File: config.mk
export PLATFORM = sky130hd
export DESIGN_NAME = autoneg_ability_registers
export DESIGN_NICKNAME = d
export VERILOG_FILES = /design/src/include/ability_pkg.sv /design/src/rtl/mgmt_pin_sync.sv /design/src/rtl/autoneg_ability_registers.sv
export SDC_FILE = /design/constraint.sdc
export NUM_CORES = 1
export LEC_CHECK = 0
export ABC_CLOCK_PERIOD_IN_PS = 2800
export BUFFER_PORTS_ARGS = -buffer_cell sky130_fd_sc_hd__buf_2
export CAP_MARGIN = 15
export CORE_MARGIN = 1.5
export CORE_UTILIZATION = 30
export CTS_BUF_LIST = sky130_fd_sc_hd__clkbuf_4 sky130_fd_sc_hd__clkbuf_8 sky130_fd_sc_hd__clkbuf_16
export CTS_CLUSTER_SIZE = 14
export DETAILED_ROUTE_END_ITERATION = 10
export PLACE_DENSITY = 0.48
export SLEW_MARGIN = 40
export SYNTH_ARGS = -nofsm -noshare
export SYNTH_HDL_FRONTEND = slang
export SYNTH_HIERARCHICAL = 1
export SYNTH_SLANG_ARGS = --single-unit
File: constraint.sdc
create_clock -name core_clk -period 2.8 [get_ports core_clk]
set_input_delay 0.28 -clock core_clk [delete_from_list [all_inputs] [get_ports core_clk]]
set_output_delay 0.28 -clock core_clk [all_outputs]
set_load 0.03 [all_outputs]
File: src/include/ability_pkg.sv
package ability_pkg;

  // Management register numbers
  localparam logic [4:0] REG_CONTROL = 5'h00;
  localparam logic [4:0] REG_ADVERT  = 5'h04;
  localparam logic [4:0] REG_PARTNER = 5'h05;

  // Control register bits that act as advertisement triggers
  localparam int CTRL_SOFT_RESET_BIT = 15;
  localparam int CTRL_POWER_DOWN_BIT = 11;
  localparam int CTRL_AN_RESTART_BIT = 9;

  // Advertisement field positions
  localparam int ADV_NEXT_PAGE_BIT    = 15;
  localparam int ADV_REMOTE_FAULT_BIT = 13;
  localparam int ADV_EXT_NEXT_BIT     = 12;
  localparam int ADV_ASYM_PAUSE_BIT   = 11;
  localparam int ADV_PAUSE_BIT        = 10;
  localparam int ADV_FAST_FULL_BIT    = 8;
  localparam int ADV_FAST_HALF_BIT    = 7;
  localparam int ADV_SLOW_FULL_BIT    = 6;
  localparam int ADV_SLOW_HALF_BIT    = 5;
  localparam logic [4:0] ADV_SELECTOR = 5'h01;

  // Partner field positions
  localparam int PTR_NEXT_PAGE_BIT = 15;
  localparam int PTR_RESERVED_BIT  = 12;
  localparam int PTR_FAST_BIT      = 7;
  localparam int PTR_SLOW_HALF_BIT = 5;
  localparam logic [15:0] PTR_RESET = 16'h0000;

  // Management frame layout
  localparam logic [1:0] OP_WRITE  = 2'b01;
  localparam logic [1:0] OP_READ   = 2'b10;
  localparam logic [4:0] OP_LAST   = 5'h01;
  localparam logic [4:0] ADDR_LAST = 5'h04;
  localparam logic [4:0] DATA_LAST = 5'h0F;

  typedef enum logic [2:0] {M_IDLE, M_START, M_OP, M_PHYAD, M_REGAD, M_TA, M_DATA} mgmt_state_t;

  typedef struct packed {
    logic next_page;
    logic remote_fault;
    logic ext_next_page;
    logic asym_pause;
    logic pause;
    logic adv_fast_full;
    logic adv_fast_half;
    logic adv_slow_full;
    logic adv_slow_half;
  } adv_cfg_t;

  localparam adv_cfg_t ADV_RESET = '{next_page: 1'b0, remote_fault: 1'b0, ext_next_page: 1'b1,
                                     asym_pause: 1'b1, pause: 1'b1, adv_fast_full: 1'b1,
                                     adv_fast_half: 1'b1, adv_slow_full: 1'b1, adv_slow_half: 1'b1};

  // Events from the negotiation engine
  typedef struct packed {
    logic        page_valid;
    logic [15:0] page;
    logic        an_complete;
    logic        pd_fast_link;
    logic        pd_slow_link;
  } partner_evt_t;

  typedef struct packed {
    mgmt_state_t st;
    logic [4:0]  cnt;
    logic [1:0]  op;
    logic [4:0]  phyad;
    logic [4:0]  regad;
    logic [15:0] shift;
    logic        mdio_out;
    logic        mdio_oe;
    adv_cfg_t    shown;
    adv_cfg_t    active;
    logic [15:0] partner;
    logic [15:0] partner_hold;
    logic        hold_pending;
    logic        link_prev;
    logic        apply;
  } bank_state_t;

  function automatic logic [15:0] pack_advert(input adv_cfg_t c);
    logic [15:0] w;
    w = 16'h0000;
    w[ADV_NEXT_PAGE_BIT]    = c.next_page;
    w[ADV_REMOTE_FAULT_BIT] = c.remote_fault;
    w[ADV_EXT_NEXT_BIT]     = c.ext_next_page;
    w[ADV_ASYM_PAUSE_BIT]   = c.asym_pause;
    w[ADV_PAUSE_BIT]        = c.pause;
    w[ADV_FAST_FULL_BIT]    = c.adv_fast_full;
    w[ADV_FAST_HALF_BIT]    = c.adv_fast_half;
    w[ADV_SLOW_FULL_BIT]    = c.adv_slow_full;
    w[ADV_SLOW_HALF_BIT]    = c.adv_slow_half;
    w[4:0]                  = ADV_SELECTOR;
    return w;
  endfunction

endpackage

File: src/rtl/mgmt_pin_sync.sv
`timescale 1ns/1ps
module mgmt_pin_sync #(
  parameter int STAGES = 2
) (
  // Clock and reset
  input  wire logic core_clk,
  input  wire logic rstn,
  // Raw pins
  input  wire logic mdc,
  input  wire logic mdio_in,
  // Synchronised view
  output logic      mdc_rise,
  output logic      mdio_bit
);

  typedef struct packed {
    logic [STAGES:0]   clk_q;
    logic [STAGES-1:0] dat_q;
  } sync_state_t;

  sync_state_t s;
  sync_state_t next_s;

  // Fewer than two stages would let a metastable pin value reach the frame logic
  if (STAGES < 2)
  begin
    $error("mgmt_pin_sync needs at least two stages");
  end

  // Only the last stages are looked at; stage 0 feeds stage 1 alone
  always_comb
  begin
    next_s       = s;
    next_s.clk_q = {s.clk_q[STAGES-1:0], mdc};
    next_s.dat_q = {s.dat_q[STAGES-2:0], mdio_in};
  end

  always_ff @(posedge core_clk)
  begin
    if (!rstn)
      s <= '0;
    else
      s <= next_s;
  end

  assign mdc_rise = s.clk_q[STAGES-1] & ~s.clk_q[STAGES];
  assign mdio_bit = s.dat_q[STAGES-1];

endmodule

File: src/rtl/autoneg_ability_registers.sv
`timescale 1ns/1ps
// Notes on behaviour
// (RL1) Register 4 holds the local abilities sent to the partner.
// (RL2) Bit 13 writable remote fault, reset 0; bit 14 reserved reads 0.
// (RL3) Bit 12 writable, reset 1, extended next page capability.
// (RL4) Bit 11 writable, reset 1, asymmetric pause advertised.
// (RL5) Bit 10 writable, reset 1, pause; bit 15 next page, reset 0.
// (RL6) Bit 9 fixed 0: four-pair 100 Mb/s not supported.
// (RL7) Bits 8..5 writable, reset 1: the four speed/duplex abilities.
// (RL8) Starred bits read back at once but act only after a trigger.
// (RL9) Writing control bit 15 (soft reset) applies pending settings.
// (RL10) Writing control bit 9 (restart negotiation) applies pending settings.
// (RL11) Leaving power-down through control bit 11 applies pending settings.
// (RL12) Register 5 is read-only partner abilities, reset all zero.
// (RL13) With next pages, partner contents replaced when negotiation completes.
// (RL14) Partner bit 15 flags primary (0) or protocol page (1).
// (RL15) Partner bit 14 is the partner acknowledge.
// (RL16) Partner bit 13 is partner remote fault; bit 12 reserved.
// (RL17) Partner bit 11 reports partner asymmetric pause.
// (RL18) Partner bit 10 reports partner pause.
// (RL19) Partner bits 9, 8, 6 report received abilities.
// (RL20) Partner bit 7 also set by 100 Mb/s parallel detection.
// (RL21) Partner bit 5 also set by 10 Mb/s parallel detection.
// (RL22) Partner bits 4..0 hold the partner selector, reset zero.
// (RL23) Local selector bits 4..0 read-only, value 00001.
module autoneg_ability_registers
  import ability_pkg::*;
(
  // Clock and reset
  input  wire logic                      core_clk,
  input  wire logic                      rstn,
  // Management pins
  input  wire logic                      mdc,
  input  wire logic                      mdio_in,
  output logic                           mdio_out,
  output logic                           mdio_oe,
  // Station address, held stable by the strap latch
  input  wire logic [4:0]                phy_addr,
  // Port state from the rest of the PHY
  input  wire logic                      power_down,
  input  wire logic                      link_up,
  // Negotiation engine
  input  wire ability_pkg::partner_evt_t partner_evt,
  output logic [15:0]                    active_advert,
  output logic                           advert_apply,
  output logic [15:0]                    partner_ability
);
  import ability_pkg::*;

  bank_state_t s;
  bank_state_t next_s;
  logic        mdc_rise;
  logic        mdio_bit;
  logic        addr_hit;
  logic        read_hit;
  logic        frame_end;
  logic [15:0] wdata;
  logic        ctrl_write;
  logic        trigger;
  logic [15:0] read_word;
  logic [15:0] rx_page;

  mgmt_pin_sync #(
    .STAGES   (2)
  ) u_sync (
    .core_clk (core_clk),
    .rstn     (rstn),
    .mdc      (mdc),
    .mdio_in  (mdio_in),
    .mdc_rise (mdc_rise),
    .mdio_bit (mdio_bit)
  );

  // Register 5 is served only from the captured copy, so reads never see a half update
  always_comb
  begin
    read_word = 16'h0000;
    if (s.regad == REG_ADVERT)
      read_word = pack_advert(s.shown);  // [RL1] [RL6] [RL23]
    else if (s.regad == REG_PARTNER)
      read_word = s.partner;  // [RL12]
  end

  assign addr_hit   = (s.phyad == phy_addr);
  assign read_hit   = addr_hit && (s.op == OP_READ) && ((s.regad == REG_ADVERT) || (s.regad == REG_PARTNER));
  assign frame_end  = mdc_rise && (s.st == M_DATA) && (s.cnt == DATA_LAST);
  assign wdata      = {s.shift[14:0], mdio_bit};
  assign ctrl_write = frame_end && addr_hit && (s.op == OP_WRITE) && (s.regad == REG_CONTROL);

  // Any of the four events makes the pending advertisement live
  always_comb
  begin
    trigger = 1'b0;
    if (ctrl_write && wdata[CTRL_SOFT_RESET_BIT])
      trigger = 1'b1;  // [RL9]
    if (ctrl_write && wdata[CTRL_AN_RESTART_BIT])
      trigger = 1'b1;  // [RL10]
    if (ctrl_write && power_down && !wdata[CTRL_POWER_DOWN_BIT])
      trigger = 1'b1;  // [RL11]
    if (s.link_prev && !link_up)
      trigger = 1'b1;  // [RL8]
  end

  // Reserved partner bit never stored
  always_comb
  begin
    rx_page                   = partner_evt.page;
    rx_page[PTR_RESERVED_BIT] = 1'b0;  // [RL16]
  end

  always_comb
  begin
    next_s           = s;
    next_s.apply     = 1'b0;
    next_s.link_prev = link_up;

    // Frame engine: preamble is optional, a zero on an idle line opens a frame
    if (mdc_rise)
    begin
      case (s.st)
        M_IDLE:
        begin
          next_s.mdio_oe = 1'b0;
          if (!mdio_bit)
            next_s.st = M_START;
        end
        M_START:
        begin
          next_s.cnt = 5'h00;
          next_s.st  = mdio_bit ? M_OP : M_IDLE;
        end
        M_OP:
        begin
          next_s.op = {s.op[0], mdio_bit};
          if (s.cnt == OP_LAST)
          begin
            next_s.cnt = 5'h00;
            next_s.st  = M_PHYAD;
          end
          else
            next_s.cnt = s.cnt + 5'h01;
        end
        M_PHYAD:
        begin
          next_s.phyad = {s.phyad[3:0], mdio_bit};
          if (s.cnt == ADDR_LAST)
          begin
            next_s.cnt = 5'h00;
            next_s.st  = M_REGAD;
          end
          else
            next_s.cnt = s.cnt + 5'h01;
        end
        M_REGAD:
        begin
          next_s.regad = {s.regad[3:0], mdio_bit};
          if (s.cnt == ADDR_LAST)
          begin
            next_s.cnt = 5'h00;
            next_s.st  = M_TA;
          end
          else
            next_s.cnt = s.cnt + 5'h01;
        end
        M_TA:
        begin
          // First turnaround bit belongs to the station, the second is ours on a read
          if (s.cnt == 5'h00)
          begin
            next_s.cnt = 5'h01;
            if (read_hit)
            begin
              next_s.mdio_oe  = 1'b1;
              next_s.mdio_out = 1'b0;
            end
          end
          else
          begin
            next_s.cnt = 5'h00;
            next_s.st  = M_DATA;
            if (read_hit)
            begin
              next_s.shift    = read_word;
              next_s.mdio_out = read_word[15];
            end
          end
        end
        M_DATA:
        begin
          if (read_hit)
          begin
            next_s.shift    = {s.shift[14:0], 1'b0};
            next_s.mdio_out = s.shift[14];
          end
          else
            next_s.shift = wdata;
          if (s.cnt == DATA_LAST)
          begin
            next_s.st       = M_IDLE;
            next_s.cnt      = 5'h00;
            next_s.mdio_oe  = 1'b0;
            next_s.mdio_out = 1'b0;
          end
          else
            next_s.cnt = s.cnt + 5'h01;
        end
        default:
        begin
          next_s.st      = M_IDLE;
          next_s.mdio_oe = 1'b0;
        end
      endcase
    end

    // Advertisement write updates the readable copy at once
    if (frame_end && addr_hit && (s.op == OP_WRITE) && (s.regad == REG_ADVERT))
    begin
      next_s.shown.next_page     = wdata[ADV_NEXT_PAGE_BIT];     // [RL5]
      next_s.shown.remote_fault  = wdata[ADV_REMOTE_FAULT_BIT];  // [RL2]
      next_s.shown.ext_next_page = wdata[ADV_EXT_NEXT_BIT];      // [RL3]
      next_s.shown.asym_pause    = wdata[ADV_ASYM_PAUSE_BIT];    // [RL4]
      next_s.shown.pause         = wdata[ADV_PAUSE_BIT];         // [RL5]
      next_s.shown.adv_fast_full = wdata[ADV_FAST_FULL_BIT];     // [RL7]
      next_s.shown.adv_fast_half = wdata[ADV_FAST_HALF_BIT];     // [RL7]
      next_s.shown.adv_slow_full = wdata[ADV_SLOW_FULL_BIT];     // [RL7]
      next_s.shown.adv_slow_half = wdata[ADV_SLOW_HALF_BIT];     // [RL7]
    end

    // Remote fault and extended next page act at once; the rest wait for a trigger
    next_s.active.remote_fault  = next_s.shown.remote_fault;   // [RL2]
    next_s.active.ext_next_page = next_s.shown.ext_next_page;  // [RL3]
    if (trigger)
    begin
      next_s.active = next_s.shown;  // [RL8]
      next_s.apply  = 1'b1;
    end

    // Soft reset empties the partner view before this cycle's events land
    if (ctrl_write && wdata[CTRL_SOFT_RESET_BIT])
    begin
      next_s.partner      = PTR_RESET;
      next_s.hold_pending = 1'b0;
    end

    // With next pages in play the base page waits for completion
    if (partner_evt.page_valid)
    begin
      if (rx_page[PTR_NEXT_PAGE_BIT] || s.active.next_page)
      begin
        next_s.partner_hold = rx_page;  // [RL13]
        next_s.hold_pending = 1'b1;
      end
      else
        next_s.partner = rx_page;  // [RL14] [RL15] [RL16] [RL17] [RL18] [RL19] [RL22]
    end
    else if (partner_evt.an_complete && s.hold_pending)
    begin
      next_s.partner      = s.partner_hold;  // [RL13]
      next_s.hold_pending = 1'b0;
    end

    // Parallel detection sets its bit even against a clearing soft reset
    if (partner_evt.pd_fast_link)
      next_s.partner[PTR_FAST_BIT] = 1'b1;  // [RL20]
    if (partner_evt.pd_slow_link)
      next_s.partner[PTR_SLOW_HALF_BIT] = 1'b1;  // [RL21]
  end

  always_ff @(posedge core_clk)
  begin
    if (!rstn)
    begin
      s              <= '0;
      s.st           <= M_IDLE;
      s.shown        <= ADV_RESET;  // [RL2] [RL3] [RL4] [RL5] [RL7]
      s.active       <= ADV_RESET;
      s.partner      <= PTR_RESET;  // [RL12] [RL22]
      s.partner_hold <= PTR_RESET;
    end
    else
      s <= next_s;
  end

  assign mdio_out        = s.mdio_out;
  assign mdio_oe         = s.mdio_oe;
  assign active_advert   = pack_advert(s.active);
  assign advert_apply    = s.apply;
  assign partner_ability = s.partner;

endmodule

==> impl_results.md, run 1 <==
- Final Instance Count excl. Fillers: 740
- Total detailed-routing wirelength: 11.5 mm
- Total setup violations reported at the end of the flow: 0
- DP HPWL: 8.04 mm
- Number of top-level pins: 66
- Dominant register cell in the synthesized netlist: sky130_fd_sc_hd__dfxtp_1
- Clk buf depth: 2
- Final hold vios: 0
- Worst slew margin relative to its limit: 56.7%
- Setup crit end kind: register
- Worst hold stages: 2
- Final routed DRC violation total: 0
- Worst-Skew Late Latency: 0.35 ns
- First-pass GRT wire length: 18.7 mm
- Sequential Area: 1840 sq um
- 1st-pass router iterations: 4
- Area of the multi-input gates: 2240 sq um
- Maximum number of pins on one net before global-route repair: 54
- Final-stage net count: 587
- Total power per unit cell area: 556 nW/um^2
- Critical Path RT: 3.03 ns
- VDD IR max: 230 uV
- Clock period minus final worst setup slack: 2.57 ns
- Worst R2R Setup Slack: 0.23 ns
- Clock tree from TritonCTS: built
- Worst R2R End: s[47]
- Leakage: 0.00195 uW
- Flop and latch count out of synthesis: 92
- Die Area: 15600 sq um
- Standard-cell rows: 44
- Overall fraction of global-route tracks in use: 15.2%
- Worst Path Class, Setup: register to register
- Kind of launch point of the worst setup path: register
- DRT iter0 DRCs: 205
- Endpoint of the worst hold-timing path: u_sync/next_s[1]
- Synthesized area per cell: 8.60 sq um
- Beginning of the worst hold path: mdio_in
- Max-cap violations: 0
- Setup repair after global routing missed its margin: false
- Initial Utilization: 30.6%
- Clk pin slew, worst setup/hold paths: 0.06 ns
- Distinct cell type count of the synthesized netlist: 56
- Synth warn: 6
- Post-cts hold buffer count: 0
- CTS H-tree depth: 3
- Number of antenna diodes: 0
- Clock net sink count: 92
- Final slew viol count: 0
- Number of cell instances on the worst register-to-register path: 9
- Count of antenna-violating nets left after detailed routing: 0
- Die H: 125 microns
- Remaining Overflow, GRT: 0
- Die width: 125 microns
- Post-Synthesis Cells: 518
- Maximum clock rate: 389 MHz
- Post-Place Cells: 723
- Part of the Yosys area used for sequential elements: 41.4%
- Fraction of synthesis flops using an asynchronous set or reset pin: 0%
- Reg-to-reg startpoint: s[84]
- Outcome: finished, final reports clean
- Fill cells: 1550
- Final weighted congestion of routability-driven global placement: 0.778
- Final Cycle Share: 91.8%
- Clock root buffer: sky130_fd_sc_hd__clkbuf_16
- Worst Path Max Fanout: 9
- Total Neg Setup Slack: 0 ns
- Min-Delay Path Class: primary input to register
- Vias in the first global route: 3528
- Area of the mapped netlist: 4450 sq um
- Worst Tran Pin Value: 0.646 ns
- Initial antenna violation count: 0
- Core outline area: 14500 sq um
- EDFF count, synth: 0
- Proportion of layout cells with a drive suffix above 1: 24.6%
- WL per Instance: 15.5 microns
- Area overhead of the layout relative to synthesis: 15.8%
- Data arrival time of the critical path: 2.80 ns
- PortBufs: 57
- Clock skew after layout: 0.0117 ns
- Num CTS Buffers: 9
- Vias after detailed routing: 3688
- DR vias/cell: 4.98
==> how the worst max path moves through the flow <==
stage                     start                end  slack (ns)  cells after the start
after global routing      s[84]              s[49]        0.04                      9
final                     s[84]              s[47]        0.23                      9
after CTS                 s[84]  active_advert[11]         0.1                     10
after floorplan           s[83]              s[49]        0.03                      8
after detailed placement  s[84]              s[48]        0.15                      9
after global placement    s[84]              s[48]        0.10                      9
==> flip-flops by register name (all words and copies together) (netlist names) <==
| signal | flops |
|---|---|
| mdio_out | 1 |
| partner_ability | 16 |
| s | 59 |
| advert_apply | 1 |
| u_sync/s | 1 |
| u_sync/mdio_bit | 1 |
| active_advert | 9 |
| mdio_oe | 1 |
| u_sync/next_s | 3 |
==> cell usage in the layout (no fill, tap or decap), types with 3 or more instances in the layout <==
master and count:
sky130_fd_sc_hd__dfxtp_1 91, sky130_fd_sc_hd__nand2_1 61, sky130_fd_sc_hd__a21oi_1 60, sky130_fd_sc_hd__buf_2 57
sky130_fd_sc_hd__nor2_1 44, sky130_fd_sc_hd__mux2i_1 23, sky130_fd_sc_hd__a22oi_1 21, sky130_fd_sc_hd__buf_4 18
sky130_fd_sc_hd__or3b_2 14, sky130_fd_sc_hd__o21ai_0 11, sky130_fd_sc_hd__mux2_2 11, sky130_fd_sc_hd__and2_1 11
sky130_fd_sc_hd__inv_1 10, sky130_fd_sc_hd__a221oi_1 10, sky130_fd_sc_hd__nor3_1 9, sky130_fd_sc_hd__clkbuf_16 9
sky130_fd_sc_hd__conb_1 7, sky130_fd_sc_hd__nor2b_1 5, sky130_fd_sc_hd__nand3_1 5, sky130_fd_sc_hd__o21a_1 4
sky130_fd_sc_hd__nor3b_1 4, sky130_fd_sc_hd__ha_1 4, sky130_fd_sc_hd__and3_1 3, sky130_fd_sc_hd__xor2_1 3
sky130_fd_sc_hd__o21ai_2 3, sky130_fd_sc_hd__o21ai_1 3, sky130_fd_sc_hd__nand2b_1 3, sky130_fd_sc_hd__nor4_1 3
sky130_fd_sc_hd__a31oi_1 3, sky130_fd_sc_hd__or2_2 3, sky130_fd_sc_hd__clkinv_2 3, sky130_fd_sc_hd__buf_12 3
==> power by group <==
| group | switching, uW | internal [uW] | leakage [uW] |
|---|---|---|---|
| sequential | 21.7 | 1340 | 0.000748 |
| clock | 525 | 779 | 0.000155 |
| combinational | 136 | 72.8 | 0.00105 |
==> logic make-up (layout without fill, tap and decap cells) <==
family / Yosys count / in the layout / share of synthesized area [%]
simple gates: 180 / 180 / 21.0
compound gates: 126 / 126 / 17.7
flops: 92 / 92 / 41.4
buf+inv: 73 / 106 / 9.08
mux: 35 / 35 / 8.29
fa+ha+maj: 5 / 5 / 1.40
xor+xnor: 5 / 5 / 0.984
other cells: 2 / 7 / 0.169
==> metal layers <==
metal / routed length, microns / up-vias / GRT usage, %
li1: - / 1851 / -
met1: 5460 / 1759 / 20.0
met2: 5380 / 66 / 23.9
met3: 403 / 12 / 3.26
met4: 238 / 0 / 6.95
met5: 0 / - / 0
==> final cells by class <==
| type | instances | share of cell area, % |
|---|---|---|
| clock buffer | 9 | 4.37 |
| clock inverter | 7 | 1.77 |
| inverter | 12 | 0.922 |
| multi-input combinational | 358 | 43.4 |
| sequential | 92 | 35.7 |
| tap | 184 | 4.46 |
| timing repair buffer | 78 | 9.31 |
==> repair_timing <==
action	4_1_cts	5_1_grt
resized for setup	0	4
setup buffers	0	1
endpoints found under the setup margin	0	27
==> per-stage QoR <==
stage	area, sq um	hold slack, ns	setup slack (ns)	total power (uW)	util, %
floorplan	4470	0.402	0.0266	1530	-
global placement	4820	0.414	0.101	1590	33.1
detailed placement	4820	0.414	0.151	1600	33.2
CTS	5130	0.129	0.0996	2910	35.3
global route	5160	0.135	0.0411	2990	35.5
finish	5160	0.143	0.230	2870	35.5
==> critical path: stages (launching register included) <==
cell,delay [ns]
sky130_fd_sc_hd__dfxtp_2,0.35
sky130_fd_sc_hd__ha_2,0.19
sky130_fd_sc_hd__and3_1,0.19
sky130_fd_sc_hd__ha_1,0.20
sky130_fd_sc_hd__nor4bb_2,0.28
sky130_fd_sc_hd__nand2_1,0.15
sky130_fd_sc_hd__nor4_4,0.29
sky130_fd_sc_hd__buf_12,0.18
sky130_fd_sc_hd__mux2_2,0.34
sky130_fd_sc_hd__or2_2,0.27
==> synthesized netlist by cell type (all sizes together) (3+ instances only) <==
library cell | n | area share, %
a221oi | 10 | 2.0
mux2i | 23 | 5.2
buf | 39 | 6.2
or3b | 14 | 2.8
nor2b | 5 | 0.70
nand2 | 61 | 5.1
and3 | 3 | 0.42
or2 | 3 | 0.42
a22oi | 21 | 3.5
a31oi | 3 | 0.42
nand3 | 5 | 0.56
dfxtp | 92 | 41
clkbuf | 22 | 1.9
nand2b | 3 | 0.42
nor4 | 5 | 1.0
xor2 | 3 | 0.59
a21oi | 60 | 6.7
nor2 | 44 | 3.7
and2 | 12 | 1.7
inv | 11 | 0.93
o21a | 4 | 0.67
ha | 5 | 1.4
nor3 | 9 | 1.0
mux2 | 12 | 3.1
nor3b | 4 | 0.67
o21ai | 17 | 2.2
(Power assumes the default switching activity.)
==> run 2: changes to the inputs <==
--- a/config.mk
+++ b/config.mk
@@ -5,6 +5,7 @@
 export SDC_FILE = /design/constraint.sdc
 export NUM_CORES = 1
 export LEC_CHECK = 0
+export ABC_AREA = 1
 export ABC_CLOCK_PERIOD_IN_PS = 2800
 export BUFFER_PORTS_ARGS = -buffer_cell sky130_fd_sc_hd__buf_2
 export CAP_MARGIN = 15
@@ -19,3 +20,4 @@
 export SYNTH_HDL_FRONTEND = slang
 export SYNTH_HIERARCHICAL = 1
 export SYNTH_SLANG_ARGS = --single-unit
+export TNS_END_PERCENT = 5
==> run 2 against run 1 <==
Effect of this change:
- largest cell class unchanged
- via count is 9.6% higher
- flip-flop and latch count stayed put
- cell count is 16% higher
- worst setup slack better by 0.21 ns
- non-clock buffer count is 15 lower
- largest power group unchanged
- clock power hardly changed
- area after synthesis is 3.4% higher
- wire length hardly changed
- critical endpoint is now s[48]
- critical path depth is 1 higher
- sequential power hardly changed
==> impl_results.md, run 2 <==
- Sw Ratio: 24.1%
- Adder-Cell Fraction of Synth Area: 1.36%
- Final slew viol count: 0
- Beginning of the worst hold path: mdc
- Max-cap violations: 0
- Maximum clock rate: 424 MHz
- Clock period minus final worst setup slack: 2.36 ns
- Overall fraction of global-route tracks in use: 14.9%
- Number of cell instances on the worst register-to-register path: 10
- Total setup violations reported at the end of the flow: 0
- Number of antenna diodes: 0
- Post-Synthesis Cells: 651
- Vias after detailed routing: 4043
- Worst R2R Setup Slack: 0.44 ns
- Clock skew after layout: 0.0124 ns
- Worst slew margin relative to its limit: 55.6%
- Cell family with most CP delay: simple AND/OR/NAND/NOR gates
- Remaining Overflow, GRT: 0
- Clock net sink count: 92
- Post-synthesis share of cell area spent on xor and xnor gates: 0.761%
- Most common cell after layout, fill and taps aside: sky130_fd_sc_hd__nand2_1
- Final-stage net count: 706
- Setup crit end kind: register
- Leading post-synthesis cells by instance count: 128 x sky130_fd_sc_hd__nand2_1, 92 x sky130_fd_sc_hd__dfxtp_1, 81 x sky130_fd_sc_hd__inv_1, 70 x sky130_fd_sc_hd__nand3_1, 63 x sky130_fd_sc_hd__a21oi_1
- Cell chain of the critical path: ha_1, nand2_1, nor2_1, ha_1, inv_1, nor4_4, nand3_4, nand2_1, o21ai_0, or2_2
- Compound-cell area share of the yosys netlist: 16.5%
- Maximum number of pins on one net before global-route repair: 62
- Post-cts hold buffer count: 0
- Flop and latch count out of synthesis: 92
- Critical path's largest stage delay: 0.38 ns
- Cell type with the largest total area after synthesis: sky130_fd_sc_hd__dfxtp_1
- Worst R2R End: s[48]
- Die width: 127 microns
- Post-detailed-placement cell area: 4810 sq um
- Worst Path Max Fanout: 18
- M2 GR Usage: 24.2%
- Synthesized-area fraction occupied by and/or/nand/nor cells: 25.9%
- Leakage: 0.00222 uW
- First-pass GRT wire length: 18.8 mm
- Dominant combinational cell family by area after synthesis: simple AND/OR/NAND/NOR gates
- Most flop-heavy register: s
- Worst hold stages: 3
- Total Neg Setup Slack: 0 ns
- Global routing's busiest layer: met2
- Levels on crit path: 10
- Non-Filler Cell Area, Final: 5120 sq um
- WL per Instance: 13.3 microns
- Endpoint of the worst hold-timing path: u_sync/next_s[3]
- Sequential Area: 1840 sq um
- Slowest-stage cell, CP: sky130_fd_sc_hd__dfxtp_1
- Die Area: 16100 sq um
- Critical Path RT: 3.04 ns
- Kind of launch point of the worst setup path: register
- Fraction of synthesis flops using an asynchronous set or reset pin: 0%
- PortBufs: 57
- VDD IR max: 223 uV
- Worst Tran Pin Value: 0.662 ns
- DR vias/cell: 4.70
- Clk buf depth: 2
- Count of antenna-violating nets left after detailed routing: 0
- Post-Route Hold Slack: 0.117 ns
- 1st-pass router iterations: 4
- EDFF count, synth: 0
- Top-area cell type share of the netlist area: 40.0%
- Final weighted congestion of routability-driven global placement: 0.811
- Cell types with the largest area share after synthesis: sky130_fd_sc_hd__dfxtp_1 40%, sky130_fd_sc_hd__nand2_1 10%, sky130_fd_sc_hd__nand3_1 7.6%
- Met3 usage: 3.21%
- Distinct cell type count of the synthesized netlist: 37
- Area overhead of the layout relative to synthesis: 11.3%
- Core outline area: 15100 sq um
- Worst-Skew Late Latency: 0.35 ns
- Fill cells: 1671
- Combinational power share: 8.7%
- Clk pin slew, worst setup/hold paths: 0.07 ns
- Dominant register cell in the synthesized netlist: sky130_fd_sc_hd__dfxtp_1
- Standard-cell rows: 45
- Number of buffer and inverter instances along the worst setup path: 1
- Commonest cells after routing, fill and taps aside: 128 x sky130_fd_sc_hd__nand2_1, 92 x sky130_fd_sc_hd__dfxtp_1, 80 x sky130_fd_sc_hd__inv_1
- Total power per unit cell area: 578 nW/um^2
- Max FFs per register: 59
- Initial antenna violation count: 0
- Synthesized area per cell: 7.07 sq um
- Most numerous cell in the Yosys netlist: sky130_fd_sc_hd__nand2_1
- Num CTS Buffers: 9
- Setup repair after global routing missed its margin: false
- Final routed DRC violation total: 0
- Area of the multi-input gates: 2080 sq um
- Final hold vios: 0
- Initial Utilization: 30.5%
- Clock tree from TritonCTS: built
- GR Util met1: 19.1%
- Clock share of power: 44.8%
- Total detailed-routing wirelength: 11.5 mm
- Net Switching: 715 uW
- Vias in the first global route: 3803
- Proportion of layout cells with a drive suffix above 1: 15.8%
- DP HPWL: 7.82 mm
- Outcome: finished, final reports clean
- Clock root buffer: sky130_fd_sc_hd__clkbuf_16
- Min-Delay Path Class: primary input to register
- Final Cycle Share: 84.2%
- CTS H-tree depth: 3
- Part of the Yosys area used for sequential elements: 40.0%
- DRT iter0 DRCs: 171
- Synth warn: 6
- Portion of netlist area occupied by mux cells: 0%
- Internal power of the cells: 2250 uW
- Worst Path Class, Setup: register to register
- Area of the mapped netlist: 4610 sq um
- Post-CTS Repair Setup Buffers: 0
- Data arrival time of the critical path: 2.60 ns
- Post-route total power: 2960 uW
- Reg power frac: 46.4%
- Cts repair resizes: 0
- Die H: 127 microns
- Number of top-level pins: 66
- Reg-to-reg startpoint: s[84]
## run 2: worst max path at each step
stage	slack [ns]	start	end
after floorplan	0.85	s[83]	s[47]
after global placement	0.46	s[83]	s[48]
after detailed placement	0.45	s[83]	s[48]
after CTS	0.43	s[83]	s[48]
after global routing	0.17	s[83]	s[48]
final	0.44	s[84]	s[48]
## run 2: kinds of logic after synthesis
kind of cell	after synthesis
other	2
AND/OR/NAND/NOR	262
AO/OA/AOI/OAI	140
XOR/XNOR	4
buffers and inverters	146
flip-flops	92
adder cells (fa/ha/maj)	5
## run 2: power by group through the flow
stage	registers (uW)	logic (uW)	clock network, uW
global route	1380	290	1410
detailed placement	1400	260	0
finish	1370	259	1330
global placement	1400	257	0
CTS	1370	261	1370
floorplan	1390	221	0
## run 2: final cells by class
| class | instances | share of cell area (%) |
|---|---|---|
| clock buffer | 12 | 4.96 |
| tap | 188 | 4.59 |
| multi-input combinational | 418 | 40.6 |
| clock inverter | 2 | 1.17 |
| inverter | 86 | 6.35 |
| timing repair buffer | 63 | 6.45 |
| sequential | 92 | 35.9 |
## run 2: through the flow
step,instances,worst slack (ns),util [%]
global placement,847,0.461,31.9
floorplan,656,0.852,-
global route,861,0.174,34.0
finish,861,0.443,34.0
detailed placement,847,0.455,31.9
CTS,861,0.426,34.0
## run 2: worst min-delay path, cell delays in order
cell and delay (ns):
sky130_fd_sc_hd__buf_2 0.08, sky130_fd_sc_hd__nand2_1 0.04, sky130_fd_sc_hd__inv_1 0.04
## run 2: per-layer routing
metal,up-vias,wire [microns]
met4,0,202
met2,73,5330
li1,2109,-
met1,1850,5480
met5,-,0
met3,11,467
